--- src/rtl/hss_pkg.sv ---
// Shared constants, register map and types of the hot-swap supervisor
package hss_pkg;
  // ==========================================================
  // Timing
  localparam int CLK_MHZ = 100;
  localparam int MEAS_PERIOD_US = 1000;
  localparam int MEAS_PERIOD_CYC = MEAS_PERIOD_US * CLK_MHZ;
  localparam int PULSE_US = 20;
  localparam int PULSE_CYC = PULSE_US * CLK_MHZ;
  localparam int RESTART_US = 50000;
  localparam int RESTART_CYC = RESTART_US * CLK_MHZ;
  // ==========================================================
  // Command codes
  localparam logic [7:0] CMD_OPERATION = 8'h03;
  localparam logic [7:0] CMD_OT_FAULT = 8'h4F;
  localparam logic [7:0] CMD_OT_WARN = 8'h51;
  localparam logic [7:0] CMD_STATUS_WORD = 8'h79;
  localparam logic [7:0] CMD_VENDOR_STATUS = 8'h80;
  localparam logic [7:0] CMD_TEMP = 8'h8D;
  localparam logic [7:0] CMD_ALERT_MASK = 8'hD8;
  localparam logic [7:0] CMD_SETUP = 8'hD9;
  localparam logic [7:0] CMD_FAULT_WORD = 8'hE1;
  localparam logic [7:0] CMD_CLEAR = 8'hF0;
  // ==========================================================
  // Reset values and encodings
  localparam logic [7:0] OP_ON = 8'h80;
  localparam logic [7:0] OP_OFF = 8'h00;
  localparam logic [15:0] OT_FAULT_RST = 16'h0096;
  localparam logic [15:0] OT_WARN_RST = 16'h007D;
  localparam logic [15:0] MASK_RST = 16'h0000;
  localparam logic [7:0] SETUP_RST = 8'h00;
  localparam logic [2:0] RETRY_INF = 3'h6;
  localparam logic [6:0] ADDR_BASE = 7'h40;
  localparam logic [6:0] STRAP_MUL2 = 7'h09;
  localparam logic [6:0] STRAP_MUL1 = 7'h03;
  // ==========================================================
  // Bit positions of the combined fault word
  localparam int DG_OC = 0;
  localparam int DG_UV = 1;
  localparam int DG_OV = 2;
  localparam int DG_OTW = 3;
  localparam int DG_OTF = 4;
  localparam int DG_SHORT = 5;
  localparam int DG_LATCH = 6;
  localparam int DG_PGOOD = 7;
  localparam int FLAG_W = 6;
  // Bit positions of the summary and vendor status words
  localparam int SW_OTHER = 0;
  localparam int SW_TEMP = 2;
  localparam int SW_OFF = 6;
  localparam int SW_PGOOD_N = 11;
  localparam int SW_INPUT = 13;
  localparam int VS_SHORT = 0;
  // ==========================================================
  // Bus target states
  typedef enum logic [2:0] {
    SM_IDLE = 3'b000,
    SM_ADDR = 3'b001,
    SM_WBYTE = 3'b010,
    SM_ACKW = 3'b011,
    SM_ACK = 3'b100,
    SM_RBYTE = 3'b101,
    SM_RACK = 3'b110,
    SM_RLOAD = 3'b111
  } hss_smb_state_type;
endpackage : hss_pkg

--- src/rtl/hss_smb_target.sv ---
// Byte-level SMBus target: start/stop, address match, shifting and acknowledge
`timescale 1ns/1ns
module hss_smb_target (
  // Clock and reset
  input wire logic clk_in,
  input wire logic rstn_in,
  // Bus pins
  input wire logic scl_in,
  input wire logic sda_in,
  output logic sda_oe_n_out,
  // Address
  input wire logic addr_valid_in,
  input wire logic [6:0] addr_in,
  // Byte side
  output logic start_out,
  output logic stop_out,
  output logic byte_valid_out,
  output logic [7:0] byte_out,
  output logic [1:0] byte_idx_out,
  output logic is_read_out,
  output logic rd_idx_out,
  input wire logic [7:0] rd_data_in
);
  import hss_pkg::*;
  logic scl_s1, scl_s2, scl_d, sda_s1, sda_s2, sda_d;
  logic scl_rise, scl_fall, start_det, stop_det, rw;
  logic [2:0] cnt;
  logic [1:0] wcnt;
  logic [7:0] shift, nb;
  hss_smb_state_type state;

  // ==========================================================
  // Pin synchronisers
  always_ff @(posedge clk_in or negedge rstn_in) begin
    if (!rstn_in) begin
      scl_s1 <= 1'b1;
      scl_s2 <= 1'b1;
      scl_d <= 1'b1;
      sda_s1 <= 1'b1;
      sda_s2 <= 1'b1;
      sda_d <= 1'b1;
    end else begin
      scl_s1 <= scl_in;
      scl_s2 <= scl_s1;
      scl_d <= scl_s2;
      sda_s1 <= sda_in;
      sda_s2 <= sda_s1;
      sda_d <= sda_s2;
    end
  end

  assign scl_rise = scl_s2 & ~scl_d;
  assign scl_fall = ~scl_s2 & scl_d;
  assign start_det = scl_s2 & scl_d & sda_d & ~sda_s2;
  assign stop_det = scl_s2 & scl_d & ~sda_d & sda_s2;
  assign nb = {shift[6:0], sda_s2};

  // ==========================================================
  // Transfer sequencer
  always_ff @(posedge clk_in or negedge rstn_in) begin
    if (!rstn_in) begin
      state <= SM_IDLE;
      cnt <= 3'h0;
      wcnt <= 2'h0;
      shift <= 8'h00;
      rw <= 1'b0;
      sda_oe_n_out <= 1'b1;
      start_out <= 1'b0;
      stop_out <= 1'b0;
      byte_valid_out <= 1'b0;
      byte_out <= 8'h00;
      byte_idx_out <= 2'h0;
      is_read_out <= 1'b0;
      rd_idx_out <= 1'b0;
    end else begin
      start_out <= start_det;
      stop_out <= stop_det;
      byte_valid_out <= 1'b0;
      if (start_det) begin
        state <= SM_ADDR;
        cnt <= 3'h0;
        sda_oe_n_out <= 1'b1;
        is_read_out <= 1'b0;
        rd_idx_out <= 1'b0;
      end else if (stop_det) begin
        state <= SM_IDLE;
        sda_oe_n_out <= 1'b1;
        wcnt <= 2'h0;
      end else begin
        case (state)
          SM_ADDR, SM_WBYTE: begin
            if (scl_rise) begin
              shift <= nb;
              cnt <= cnt + 3'h1;
              if (cnt == 3'h7) begin
                state <= SM_ACKW;
                if (state == SM_ADDR) begin
                  rw <= nb[0];
                  is_read_out <= nb[0];
                  if (!addr_valid_in || nb[7:1] != addr_in) begin
                    state <= SM_IDLE;
                  end
                end else begin
                  byte_valid_out <= 1'b1;
                  byte_out <= nb;
                  byte_idx_out <= wcnt;
                  if (wcnt != 2'h3) begin
                    wcnt <= wcnt + 2'h1;
                  end
                end
              end
            end
          end
          SM_ACKW: begin
            if (scl_fall) begin
              sda_oe_n_out <= 1'b0;
              state <= SM_ACK;
            end
          end
          SM_ACK, SM_RLOAD: begin
            if (scl_fall) begin
              if (rw) begin
                sda_oe_n_out <= rd_data_in[7];
                shift <= {rd_data_in[6:0], 1'b0};
                cnt <= 3'h0;
                state <= SM_RBYTE;
              end else begin
                sda_oe_n_out <= 1'b1;
                state <= SM_WBYTE;
              end
            end
          end
          SM_RBYTE: begin
            if (scl_fall) begin
              cnt <= cnt + 3'h1;
              if (cnt == 3'h7) begin
                sda_oe_n_out <= 1'b1;
                state <= SM_RACK;
              end else begin
                sda_oe_n_out <= shift[7];
                shift <= {shift[6:0], 1'b0};
              end
            end
          end
          SM_RACK: begin
            if (scl_rise) begin
              // A not-acknowledge ends the read; extra bytes repeat the high byte
              state <= sda_s2 ? SM_IDLE : SM_RLOAD;
              rd_idx_out <= 1'b1;
            end
          end
          default: state <= SM_IDLE;
        endcase
      end
    end
  end
endmodule : hss_smb_target

--- src/rtl/hss_status_top.sv ---
// Supervision logic of the hot-swap controller: gate, power good, faults, alert, bus registers
`timescale 1ns/1ns
module hss_status_top #(
  parameter int MEAS_CYC = hss_pkg::MEAS_PERIOD_CYC,
  parameter int PULSE_LEN = hss_pkg::PULSE_CYC,
  parameter int RESTART_LEN = hss_pkg::RESTART_CYC
) (
  // Clock and power-on reset
  input wire logic clk_in,
  input wire logic rstn_in,
  // Bus pins
  input wire logic scl_in,
  input wire logic sda_in,
  output logic sda_out,
  output logic sda_oe_n_out,
  output logic alert_out_n,
  output logic alert_oe_n_out,
  // Comparator inputs from the analog side
  input wire logic undervolt_enable_in,
  input wire logic overvolt_lockout_in,
  input wire logic feedback_in,
  input wire logic sense_over_in,
  input wire logic fault_timeout_in,
  input wire logic ref_ok_in,
  input wire logic [1:0] addr_strap_0_in,
  input wire logic [1:0] addr_strap_1_in,
  input wire logic [1:0] addr_strap_2_in,
  // Temperature converter, same clock
  input wire logic [15:0] temp_code_in,
  // Drive outputs
  output logic gate_on_out,
  output logic power_good_out,
  output logic diode_pulse_out
);
  import hss_pkg::*;
  localparam int MW = $clog2(MEAS_CYC);
  localparam int PW = $clog2(PULSE_LEN + 1);
  localparam int RW = $clog2(RESTART_LEN + 1);

  logic [11:0] async_v, sync1, sync2;
  logic uv_ok, ov_hi, fb_ok, sense_hi, tmo, ref_ok;
  logic [1:0] s0, s1, s2;
  logic uv_d, tmo_d, soft_rst;
  logic [6:0] addr;
  logic addr_valid;
  logic [7:0] op, setup;
  logic [15:0] ot_fault_lim, ot_warn_lim, mask, temp;
  logic [FLAG_W-1:0] flags, set_vec;
  logic clr;
  logic rearm, latched, retry_wait;
  logic [4:0] retry_left;
  logic [MW-1:0] meas_cnt;
  logic [PW-1:0] pulse_cnt;
  logic [RW-1:0] restart_cnt;
  logic temp_new;
  logic start_p, stop_p, bv, is_read, rd_idx;
  logic [7:0] bdata, rd_data, cmd, d0;
  logic [1:0] bidx, nbytes;
  logic [15:0] rd_word, fault_word, status_word;
  logic next_gate;

  // ==========================================================
  // Synchronisers for every comparator and strap input; the bus pins are synchronised in the target
  assign async_v = {undervolt_enable_in, overvolt_lockout_in, feedback_in,
                    sense_over_in, fault_timeout_in, ref_ok_in,
                    addr_strap_2_in, addr_strap_1_in, addr_strap_0_in};

  always_ff @(posedge clk_in or negedge rstn_in) begin
    if (!rstn_in) begin
      sync1 <= 12'h000;
      sync2 <= 12'h000;
    end else begin
      sync1 <= async_v;
      sync2 <= sync1;
    end
  end

  assign {uv_ok, ov_hi, fb_ok, sense_hi, tmo, ref_ok, s2, s1, s0} = sync2;
  // Reference pin held low acts as a logic reset
  assign soft_rst = ~ref_ok;

  always_ff @(posedge clk_in or negedge rstn_in) begin
    if (!rstn_in) begin
      uv_d <= 1'b0;
      tmo_d <= 1'b0;
    end else begin
      uv_d <= uv_ok;
      tmo_d <= tmo;
    end
  end

  // ==========================================================
  // Address capture from the straps
  always_ff @(posedge clk_in or negedge rstn_in) begin
    if (!rstn_in) begin
      addr <= ADDR_BASE;
      addr_valid <= 1'b0;
    end else if (soft_rst) begin
      addr_valid <= 1'b0;
    end else if (!addr_valid) begin
      // Taken once after power-on reset or reference release
      addr <= ADDR_BASE + {5'h00, s2} * STRAP_MUL2
              + {5'h00, s1} * STRAP_MUL1 + {5'h00, s0};
      addr_valid <= 1'b1;
    end
  end

  // ==========================================================
  // Bus target
  hss_smb_target u_smb (
    .clk_in(clk_in),
    .rstn_in(rstn_in),
    .scl_in(scl_in),
    .sda_in(sda_in),
    .sda_oe_n_out(sda_oe_n_out),
    .addr_valid_in(addr_valid),
    .addr_in(addr),
    .start_out(start_p),
    .stop_out(stop_p),
    .byte_valid_out(bv),
    .byte_out(bdata),
    .byte_idx_out(bidx),
    .is_read_out(is_read),
    .rd_idx_out(rd_idx),
    .rd_data_in(rd_data)
  );

  // Pin is open-drain: the data level never leaves zero
  always_ff @(posedge clk_in or negedge rstn_in) begin
    if (!rstn_in) begin
      sda_out <= 1'b0;
    end else begin
      sda_out <= 1'b0;
    end
  end

  // Command and data byte capture
  always_ff @(posedge clk_in or negedge rstn_in) begin
    if (!rstn_in) begin
      cmd <= 8'h00;
      d0 <= 8'h00;
      nbytes <= 2'h0;
    end else if (stop_p) begin
      nbytes <= 2'h0;
    end else if (bv) begin
      nbytes <= bidx;
      if (bidx == 2'h0) begin
        cmd <= bdata;
      end else if (bidx == 2'h1) begin
        d0 <= bdata;
      end
    end
  end

  // ==========================================================
  // Host registers, committed at the stop condition
  // Undervoltage and overvoltage inputs never touch these
  always_ff @(posedge clk_in or negedge rstn_in) begin
    if (!rstn_in) begin
      op <= OP_ON;
      setup <= SETUP_RST;
      ot_fault_lim <= OT_FAULT_RST;
      ot_warn_lim <= OT_WARN_RST;
      mask <= MASK_RST;
    end else if (soft_rst) begin
      op <= OP_ON;
      setup <= SETUP_RST;
      ot_fault_lim <= OT_FAULT_RST;
      ot_warn_lim <= OT_WARN_RST;
      mask <= MASK_RST;
    end else if (stop_p && !is_read) begin
      if (nbytes != 2'h0) begin
        case (cmd)
          CMD_OPERATION: op <= d0;
          CMD_SETUP: setup <= d0;
          default: ;
        endcase
      end
      if (nbytes == 2'h2) begin
        case (cmd)
          CMD_OT_FAULT: ot_fault_lim <= {bdata, d0};
          CMD_OT_WARN: ot_warn_lim <= {bdata, d0};
          CMD_ALERT_MASK: mask <= {bdata, d0};
          default: ;
        endcase
      end
    end
  end

  // Send-byte to the clear code drops all sticky flags
  assign clr = stop_p && !is_read && nbytes == 2'h0 && cmd == CMD_CLEAR;

  // ==========================================================
  // Temperature measurement pacing
  always_ff @(posedge clk_in or negedge rstn_in) begin
    if (!rstn_in) begin
      meas_cnt <= '0;
      pulse_cnt <= '0;
      diode_pulse_out <= 1'b0;
      temp_new <= 1'b0;
    end else begin
      temp_new <= 1'b0;
      if (meas_cnt == MW'(MEAS_CYC - 1)) begin
        meas_cnt <= '0;
        diode_pulse_out <= 1'b1;
        pulse_cnt <= PW'(PULSE_LEN);
      end else begin
        meas_cnt <= meas_cnt + MW'(1);
      end
      if (diode_pulse_out && pulse_cnt == PW'(1)) begin
        diode_pulse_out <= 1'b0;
        temp_new <= 1'b1;
      end else if (pulse_cnt != '0) begin
        pulse_cnt <= pulse_cnt - PW'(1);
      end
    end
  end

  // Result is taken as the high current step ends
  always_ff @(posedge clk_in or negedge rstn_in) begin
    if (!rstn_in) begin
      temp <= 16'h0000;
    end else if (soft_rst) begin
      temp <= 16'h0000;
    end else if (temp_new) begin
      temp <= temp_code_in;
    end
  end

  // ==========================================================
  // Sticky fault flags; a set in the clear cycle survives
  always_comb begin
    set_vec = '0;
    set_vec[DG_OC] = tmo & ~tmo_d;
    set_vec[DG_UV] = ~uv_ok;
    set_vec[DG_OV] = ov_hi;
    set_vec[DG_OTW] = temp_new && $signed(temp_code_in) > $signed(ot_warn_lim);
    set_vec[DG_OTF] = temp_new && $signed(temp_code_in) > $signed(ot_fault_lim);
    set_vec[DG_SHORT] = sense_hi & ~gate_on_out;
  end

  always_ff @(posedge clk_in or negedge rstn_in) begin
    if (!rstn_in) begin
      flags <= '0;
    end else if (soft_rst) begin
      flags <= '0;
    end else begin
      flags <= (clr ? '0 : flags) | set_vec;
    end
  end

  // ==========================================================
  // Retry bookkeeping after a fault timeout
  function automatic logic [4:0] retry_limit(input logic [2:0] code);
    case (code)
      3'h0: retry_limit = 5'h00;
      3'h1: retry_limit = 5'h01;
      3'h2: retry_limit = 5'h02;
      3'h3: retry_limit = 5'h04;
      3'h4: retry_limit = 5'h08;
      default: retry_limit = 5'h10;
    endcase
  endfunction : retry_limit

  always_ff @(posedge clk_in or negedge rstn_in) begin
    if (!rstn_in) begin
      latched <= 1'b0;
      retry_wait <= 1'b0;
      retry_left <= 5'h00;
      restart_cnt <= '0;
    end else if (soft_rst || (uv_d && !uv_ok)) begin
      // Enable pin pulled low reloads retries and frees the latch
      latched <= 1'b0;
      retry_wait <= 1'b0;
      retry_left <= retry_limit(setup[2:0]);
      restart_cnt <= '0;
    end else if (set_vec[DG_OC]) begin
      if (setup[2:0] >= RETRY_INF || retry_left != 5'h00) begin
        retry_wait <= 1'b1;
        restart_cnt <= RW'(RESTART_LEN);
        if (setup[2:0] < RETRY_INF) begin
          retry_left <= retry_left - 5'h01;
        end
      end else begin
        latched <= 1'b1;
      end
    end else if (retry_wait) begin
      if (restart_cnt == RW'(1)) begin
        retry_wait <= 1'b0;
      end
      restart_cnt <= restart_cnt - RW'(1);
    end
  end

  // Over-temperature shutdown needs an off-then-on operation write
  always_ff @(posedge clk_in or negedge rstn_in) begin
    if (!rstn_in) begin
      rearm <= 1'b0;
    end else if (soft_rst) begin
      rearm <= 1'b0;
    end else if (set_vec[DG_OTF]) begin
      rearm <= 1'b1;
    end else if (stop_p && !is_read && cmd == CMD_OPERATION && d0 == OP_OFF) begin
      rearm <= 1'b0;
    end
  end

  // ==========================================================
  // Gate, power good and alert drive
  assign next_gate = op[7] && uv_ok && !ov_hi
                     && !flags[DG_OTF] && !rearm
                     && !latched && !retry_wait;

  always_ff @(posedge clk_in or negedge rstn_in) begin
    if (!rstn_in) begin
      gate_on_out <= 1'b0;
      power_good_out <= 1'b0;
      alert_out_n <= 1'b1;
      alert_oe_n_out <= 1'b1;
    end else begin
      gate_on_out <= next_gate && !soft_rst;
      power_good_out <= fb_ok && uv_ok && !ov_hi;
      // Stays low until every unmasked flag is cleared
      alert_out_n <= ~|(flags & ~mask[FLAG_W-1:0]);
      alert_oe_n_out <= ~|(flags & ~mask[FLAG_W-1:0]);
    end
  end

  // ==========================================================
  // Read path
  always_comb begin
    fault_word = '0;
    fault_word[FLAG_W-1:0] = flags;
    fault_word[DG_LATCH] = latched;
    fault_word[DG_PGOOD] = power_good_out;
    status_word = '0;
    status_word[SW_OTHER] = flags[DG_SHORT];
    status_word[SW_TEMP] = flags[DG_OTW] | flags[DG_OTF];
    status_word[SW_OFF] = ~gate_on_out;
    status_word[SW_PGOOD_N] = ~power_good_out;
    status_word[SW_INPUT] = flags[DG_UV] | flags[DG_OV] | flags[DG_OC];
    case (cmd)
      CMD_OPERATION: rd_word = {8'h00, op};
      CMD_OT_FAULT: rd_word = ot_fault_lim;
      CMD_OT_WARN: rd_word = ot_warn_lim;
      CMD_STATUS_WORD: rd_word = status_word;
      CMD_VENDOR_STATUS: rd_word = {15'h0000, flags[DG_SHORT]} << VS_SHORT;
      CMD_TEMP: rd_word = temp;
      CMD_ALERT_MASK: rd_word = mask;
      CMD_SETUP: rd_word = {8'h00, setup};
      CMD_FAULT_WORD: rd_word = fault_word;
      default: rd_word = 16'h0000;
    endcase
    rd_data = rd_idx ? rd_word[15:8] : rd_word[7:0];
  end
endmodule : hss_status_top

--- config.mk ---
export PLATFORM = sky130hd
export DESIGN_NAME = hss_status_top
export DESIGN_NICKNAME = d
export VERILOG_FILES = /design/src/rtl/hss_pkg.sv /design/src/rtl/hss_smb_target.sv /design/src/rtl/hss_status_top.sv
export SDC_FILE = /design/constraint.sdc
export NUM_CORES = 1
export LEC_CHECK = 0
export BUFFER_PORTS_ARGS = -buffer_cell sky130_fd_sc_hd__buf_2
export CAP_MARGIN = 20
export CORE_MARGIN = 4
export CORE_UTILIZATION = 60
export DETAILED_ROUTE_END_ITERATION = 16
export PLACE_DENSITY = 0.77
export SLEW_MARGIN = 0
export SYNTH_ARGS = -nofsm -noshare
export SYNTH_HDL_FRONTEND = slang
export SYNTH_SLANG_ARGS = --single-unit
--- constraint.sdc ---
create_clock -name clk_in -period 5.3 [get_ports clk_in]
set_input_delay 0 -clock clk_in [delete_from_list [all_inputs] [get_ports clk_in]]
set_output_delay 0 -clock clk_in [all_outputs]
set_load 0.01 [all_outputs]
; After elaboration in Yosys (flattened, before gate mapping)
; Cells that the tools add are included.
[op_classes]
n_addsub = 9
n_mul = 2
n_div = 0
n_lt_le_gt_ge = 4
n_eq_ne = 59
n_shift = 0
n_mux = 113
bitwise_logic = 30
n_reduce_logical = 78
[op_table]
columns = cell, n
row1 = $mux 16, 14
row2 = $pmux 16 s9, 1
row3 = $mux 8, 14
row4 = $mux 23, 4
row5 = $mux 3, 18
row6 = $eq 8x8->1 const B, 6
row7 = $mux 1, 38
row8 = $mux 11, 3
row9 = $gt 16x16->1, 2
row10 = $ne 2x1->1 const B, 15
row11 = $reduce_bool 2->1, 15
row12 = $ne 4x1->1 const B, 7
row13 = $pmux 5 s5, 1
row14 = $eq 8x7->1 const B, 3
row15 = $pmux 8 s3, 1
row16 = $reduce_and 3->1, 8
row17 = $reduce_and 6->1, 4
row18 = $eq 23x1->1 const B, 1
row19 = $sub 23x1->23 const B, 1
row20 = $mux 5, 4
row21 = $eq 3x3->1 const B, 6
row22 = $logic_and 1x1->1, 18
row23 = $mux 2, 9
row24 = $ne 3x1->1 const B, 6
row25 = 48 further kinds, 96
[totals]
regBits = 240
latch_bits = 0
mem_bits_rw = 0
romBits = 0
out_inout_bits = 7
elab_cells = 341
n_memories = 0

; Longest topological paths before layout
; Gate-level depths: netlist of the first run.
[depth]
depth_word = 9
ltp_mapped = 12
depth_no_buf = 12

; Hierarchy
; Synthesis of the first run repeated with hierarchy kept, for this count alone.
[hier_totals]
cells_unflattened = 1230
area_unflattened_um2 = 12627.1
[by_module_without_submodules]
columns = mod, instances, cells_per_inst, area_each_um2, seq_area_each_um2
row1 = hss_status_top, 1, 1045, 10615.2, 5044.8
row2 = hss_smb_target, 1, 185, 2011.9, 984.7

; Worst setup path before layout of the first run
; OpenSTA, ideal clock, no wires.
[synth_timing]
kind = flip-flop to flip-flop
from = register sync2[2]
to = register addr[5]
setup_time_ns = 0.136
arrival_ns = 2.301
required_time_ns = 5.164
setup_slack_ns = 2.863
path_stages_with_launch = 13
path_buffers = 0
cell_sequence = dfrtp_1 -> ha_1 -> ha_1 -> inv_1 -> fa_1 -> inv_1 -> ha_1 -> inv_1 -> fa_1 -> inv_1 -> a21o_1 -> a21oi_1 -> o21ai_0
[synth_via]
elab_chain_len = 3
[synth_rtl]
columns = element, line_no
row1 = "start, declared", hss_status_top.sv:40  ; logic [11:0] async_v, sync1, sync2;
row2 = "start signal, assigned", hss_status_top.sv:74  ; sync2 <= sync1;
row3 = $mul 2x2->4, hss_status_top.sv:103  ; + {5'h00, s1} * STRAP_MUL1 + {5'h00, s0};
row4 = $add 7x4->7, hss_status_top.sv:103
row5 = $add 7x2->7, hss_status_top.sv:103
row6 = "end signal, assigned", hss_status_top.sv:102  ; addr <= ADDR_BASE + {5'h00, s2} * STRAP_MUL2
row7 = "end, declared", hss_status_top.sv:44  ; logic [6:0] addr;
; Every way passes these cells.
; A chain may end at the register's enable or synchronous reset.

; Worst setup path in the final report of the first run
[layout_timing]
from = register cmd[0]
to = register ot_fault_lim[9]
[layout_via]
elab_chain_len = 3
[layout_rtl]
columns = element, line_no
row1 = "start, declared", hss_status_top.sv:57  ; logic [7:0] bdata, rd_data, cmd, d0;
row2 = "start signal, assigned", hss_status_top.sv:148  ; cmd <= bdata;
row3 = $eq 8x7->1, hss_status_top.sv:180  ; case (cmd)
row4 = $ne 2x1->1 (no source line), -
row5 = $reduce_and 3->1 (no source line), -
row6 = "end signal, assigned", hss_status_top.sv:181  ; CMD_OT_FAULT: ot_fault_lim <= {bdata, d0};
row7 = "end, declared", hss_status_top.sv:47  ; logic [15:0] ot_fault_lim, ot_warn_lim, mask, temp;
; Every way passes these cells.

==> run metrics, run 1 <==
Root Driver=clkbuf_16; IO buf count=37; GR Overflow Total=0; Crit. End Element=register; Power Density=308 nW/µm²; Die X=152 µm; die height=152 µm; first-pass GRT wire length=51.5 mm; VDD IR max=264 µV; GRT Total Usage=0.266; worst hold path type=primary input to asynchronous set/reset pin; Synth Net Count=1,352; Tmin final=2.94 ns; Initial Util=0.612; max_slew headroom=0.355; ys flop type=dfrtp_1; library cells used by synthesis=73; Mapped Area=12,400 µm²; register area=6010 µm²; Ant. Diodes=0; Placement Cell Area=12,800 µm²; final worst slack=2.36 ns; top cells by count, synth=220 x dfrtp_1, 190 x nand2_1, 63 x nor2_1; Crit Path Max Fanout=20; Crit Path Class=register to register; Leak=6.17 nW; FMAX=341 MHz; Via density=6.08; pre-CTS setup slack=2.47 ns; Max clock buf depth=3; Synth-to-Final Area Change=13.5%; layout cells sized above 1=0.111; Yosys top cell area share=0.443; FP Rows=52; slew of the pin with the lowest slew margin=0.960 ns; initial antenna violation count=0; Tot Pwr=4.35 mW; Post-synth ARST share=1.00; core area=20,300 µm²; Nets=1,394; Synth Register Bits=239; WHS=0.0672 ns; first drt pass iteration count=6; RSZ-0062 raised after global routing=no; clock insertion delay at the later pin of the skew report=0.54 ns; 1st-iter DRT viols=679; post_cts resized=0; sequential cell area fraction in the yosys report=0.484; I/O pins=39; Final Slew Violations=0; DR vias=9,709; number of cells produced by synthesis=1,265; Synth warnings=0; clk sinks=239; largest net degree at the start of global routing=130; final hold vios=0; Synth area leader=dfrtp_1; synthesized area per cell=9.81 µm²; multi-input logic area=5940 µm²; Setup TNS Final=0 ns; final setup fails=0; Final Skew=0.0121 ns; Max Cap Violations=0; clock-pin slew on the worst setup and hold paths=0.06 ns; DRT Wirelength=30.3 mm; full die area=23,100 µm²; vias in the first global route=9,913; H-tree depth=1; Post-CTS Setup Bufs=0; crit path DAT=3.39 ns; utilization after layout=0.694; Finished Layout Cells=1,598; gp weighted congestion=0.961; outcome=complete, no violations; drt drc=0; wire length per cell after detailed routing=19.0 µm; Antenna Nets Post-Route=0; Period Utilization, post-route=0.554; number of CTS-inserted buffers=27; post-DP HPWL=20.7 mm; Post-synth EDFFs=0; Placed Instances=1,517; most repeated cell in the gate-level netlist after synthesis=dfrtp_1; Worst Setup Start Kind=register; synth top area cells=dfrtp_1 44%, nand2_1 5.7%, ha_1 5.3%; Fillers=1,568; worst endpoint required time=5.75 ns; CTS tree=built; Finished Cell Area=14,100 µm²
routing by layer:
layer  vias up  part of all wire  track usage
met5         -                 0            0
met2       348              0.48        0.433
met1      4771              0.43        0.380
met4         0             0.030       0.0736
met3        62             0.060       0.0358
li1       4528                 -            -
area by class of cell:
class,instances,area share
timing repair buffer,76,0.0410
multi-input combinational,902,0.421
clock inverter,15,0.0181
sequential,239,0.426
clock buffer,35,0.0529
inverter,61,0.0163
tap,270,0.0240
power breakdown:
group          internal (mW)  total [mW]  switching (mW)
clock                   1.30        2.07           0.772
combinational          0.152       0.337           0.186
sequential              1.88        1.94          0.0591
critical path: stages, from the launching register on:
cell and delay, ns:
dfrtp_1 0.71, nor4bb_1 0.44, and4_1 0.52, and3_1 0.83, nand2_1 0.14, a21boi_0 0.20
repair_timing:
item                       in CTS  in global routing
hold endpoints to repair      135                  0
setup endpoints to repair       0                  0
hold buffers                   31                  0
flip-flops by register name, indices dropped and copies added, names as in the netlist, 11 cells and up:
register / flops
pulse_cnt: 11
ot_fault_lim: 16
ot_warn_lim: 16
temp: 16
meas_cnt: 17
sync1: 12
sync2: 12
mask: 16
restart_cnt: 23
final timing paths:
check                      cells after the start           startpoint  slack (ns)               to
hold / removal                                 2              rstn_in        0.07          temp[8]
max in group asynchronous                      3              rstn_in        4.07   restart_cnt[1]
hold reg to reg                                0             sync1[6]        0.34         sync2[6]
min in group clk_in                            2  overvolt_lockout_in        0.10        sync1[10]
setup reg to reg                               5               cmd[0]        2.36  ot_fault_lim[9]
setup / recovery                               5               cmd[0]        2.36  ot_fault_lim[9]
logic make-up (layout without fill, tap and decap cells):
logic type               after synthesis  count (layout)  share of synthesized area
AND/OR/NAND/NOR                      476             476                      0.197
AO/OA/AOI/OAI                        258             258                      0.136
flip-flops                           239             239                      0.484
buffers and inverters                124             187                     0.0387
multiplexers                          70              70                     0.0585
adder cells (fa/ha/maj)               55              55                     0.0566
XOR/XNOR                              42              42                     0.0296
other                                  1               1                   0.000302
cells in the final DEF, fill, tap and decap left out, drive strengths merged, types with 5 or more instances in the layout:
cell type / instances
nand3: 29
a211oi: 6
a22oi: 24
mux2: 20
nor4b: 6
o21ai: 53
o211ai: 13
a21o: 8
a21oi: 54
nor4: 18
dfrtp: 220
buf: 45
clkinv: 5
nand2b: 14
nand4: 17
nor2b: 46
and2: 9
dlygate4sd3: 31
nor3: 23
xor2: 16
dfstp: 19
xnor2: 26
o21a: 5
ha: 53
nor2: 63
clkbuf: 35
nand2: 190
nand3b: 7
a21boi: 40
mux2i: 50
inv: 63
and3: 13
bufinv: 6
or4: 7
a31oi: 6
o22ai: 13
nor4bb: 6
(Power assumes the default switching activity.)
==> run 2: changes to the inputs <==
--- a/config.mk
+++ b/config.mk
@@ -8,7 +8,7 @@
 export BUFFER_PORTS_ARGS = -buffer_cell sky130_fd_sc_hd__buf_2
 export CAP_MARGIN = 20
 export CORE_MARGIN = 4
-export CORE_UTILIZATION = 60
+export CORE_UTILIZATION = 57
 export DETAILED_ROUTE_END_ITERATION = 16
 export PLACE_DENSITY = 0.77
 export SLEW_MARGIN = 0
==> constraint.sdc (replaced) <==
create_clock -name clk_in -period 2.4 [get_ports clk_in]
set_input_delay 0 -clock clk_in [delete_from_list [all_inputs] [get_ports clk_in]]
set_output_delay 0 -clock clk_in [all_outputs]
set_load 0.01 [all_outputs]
==> run 2 against run 1 <==
Effect of this change: the run now ends with negative setup slack left; sequential share of layout area fell by 1.5 points; critical path depth is 7 higher; clock power grew 100%; clock-buffer cell count is 2 lower; sequential cell count unchanged; fmax grew 19%; largest power group is now registers.
==> run metrics, run 2 (same netlist as run 1, synthesis figures left out) <==
worst hold path type=primary input to asynchronous set/reset pin; WHS=0.0361 ns (-0.0311 ns); Worst Setup Start Kind=register; most common cell after layout, fill and taps aside=dfrtp_1; post-DP HPWL=22.0 mm (+6.1%); Fillers=1,626 (+3.7%); gp weighted congestion=0.989 (+2.9%); Synth-to-Final Area Change=17.7%; IO buf count=37 (unchanged); register area=6010 µm² (about the same); critical-path cell list=ha_1 -> ha_1 -> inv_2 -> fa_2 -> inv_2 -> ha_4 -> inv_2 -> fa_2 -> inv_2 -> a21o_1 -> a21oi_2 -> o21ai_1; max_slew headroom=0.569 (+0.214); VDD IR max=647 µV (+150%); clock insertion delay at the later pin of the skew report=0.54 ns (about the same); outcome=finished with violations; drt drc=0 (unchanged); commonest non-fill, non-tap cells in the layout=217 x dfrtp_1, 190 x nand2_1, 62 x nor2_1; layout cells sized above 1=0.163 (+0.0511); Crit. End Element=register; clk sinks=239 (unchanged); Die X=156 µm (+2.5%); Crit Path Max Fanout=2 (-90%); Initial Util=0.585 (-0.0265); FMAX=406 MHz (+19%); Via density=6.03 (-0.81%); CP max-delay cell=fa_2; flop2flop setup slack=-0.06 ns (-2.43 ns); GRT Total Usage=0.263 (-0.00381); DR vias=9,998 (+3.0%); Antenna Nets Post-Route=0 (unchanged); largest registers=restart_cnt x23, meas_cnt x17; CP peak stage delay=0.52 ns (-0.31 ns); clock-pin slew on the worst setup and hold paths=0.06 ns (about the same); Nets=1,452 (+4.2%); CP startpoint=sync2[2]; crit path DAT=2.86 ns (-0.53 ns); Tot Pwr=9.36 mW (+120%); Final Slew Violations=0 (unchanged); Tmin final=2.46 ns (-0.474 ns); first drt pass iteration count=6 (unchanged); GR Overflow Total=0 (unchanged); Setup TNS Final=-0.0930 ns (-0.0930 ns); number of CTS-inserted buffers=26 (-3.7%); Leak=6.44 nW (+4.4%); Final Skew=0.0210 ns (+0.00898 ns); CTS tree=built; final worst slack=-0.0628 ns (-2.43 ns); Placed Instances=1,579 (+4.1%); largest net degree at the start of global routing=78 (-40%); DRT Wirelength=31.4 mm (+3.6%); RSZ-0062 raised after global routing=yes; Max clock buf depth=3 (unchanged); I/O pins=39 (unchanged); Period Utilization, post-route=1.03 (+0.472); failing checks=negative setup slack; Power Density=641 nW/µm² (+110%); Root Driver=clkbuf_16; first-pass GRT wire length=51.8 mm (+0.56%); worst endpoint required time=2.80 ns (-2.95 ns); die height=156 µm (+2.5%); max reg flops=23 (unchanged); R2R Path Start=sync2[2]; 1st-iter DRT viols=852 (+25%); wire length per cell after detailed routing=18.9 µm (-0.21%); FP Rows=53 (+1.9%); H-tree depth=1 (unchanged); core area=21,200 µm² (+4.5%); multi-input logic area=6030 µm² (+1.6%); CP most frequent cell=inv_2; Crit Path Class=register to register; Max Cap Violations=0 (unchanged); Finished Cell Area=14,600 µm² (+3.7%); Placement Cell Area=13,300 µm² (+3.9%); slew of the pin with the lowest slew margin=0.647 ns (-0.313 ns); Finished Layout Cells=1,659 (+3.8%); initial antenna violation count=0 (unchanged); Ant. Diodes=0 (unchanged); full die area=24,200 µm² (+5.0%); vias in the first global route=9,956 (+0.43%); final setup fails=3 (+3); final hold vios=0 (unchanged); Top reg by flops=restart_cnt
run 2: changes by cell type in the layout (fill, tap and decap cells not counted), moves of 4 or more:
cell,change
buf_4,+54
buf_12,+5
inv_1,-4
inv_2,+4
run 2: metrics by stage:
stage | utilization | worst slack (ns)
final | 0.689 | -0.0628
after global routing | 0.689 | -0.152
after CTS | 0.685 | -0.0963
after detailed placement | 0.626 | -0.118
after global placement | 0.626 | -0.0826
after floorplan | - | -0.0177
run 2: worst paths after layout:
path                             endpoint  cells after the start
max in group asynchronous  alert_oe_n_out                      3
min reg2reg                      sync2[7]                      0
min                               temp[8]                      2
min in group clk_in             sync1[11]                      2
max                               addr[5]                     12
max reg2reg                       addr[5]                     12
run 2: worst max-delay path, delay by kind of cell (launching register included):
kind | cells | cell delay, ns
adder cells (fa/ha/maj) | 5 | 1.47
flip-flops | 1 | 0.38
AO/OA/AOI/OAI | 3 | 0.33
buffers and inverters | 4 | 0.16
run 2: metal layers:
layer	GRT usage	wire length, µm	vias up
met5	0	0	-
met3	0.0469	2260	95
met4	0.107	1390	0
met2	0.421	14800	353
met1	0.357	13000	4881
li1	-	-	4669
run 2: timing repair:
action                     CTS  global route
setup endpoints to repair   10            20
gates resized for setup      4            20
setup buffers                1             1
hold buffers                31             0
hold endpoints to repair   260             0
pin swaps                    6             9
run 2: cell type report:
class	count	area share
Multi-Input combinational cell	902	0.413
Sequential cell	239	0.411
Timing Repair Buffer	135	0.0741
Clock buffer	33	0.0491
Tap cell	275	0.0235
Inverter	61	0.0157
Clock inverter	14	0.0139
run 2: report_power, final:
group / switching (mW) / internal (mW) / total, mW
combinational: 0.469 / 0.410 / 0.880
sequential: 0.116 / 4.16 / 4.27
clock: 1.65 / 2.56 / 4.21
total: 2.24 / 7.12 / 9.36
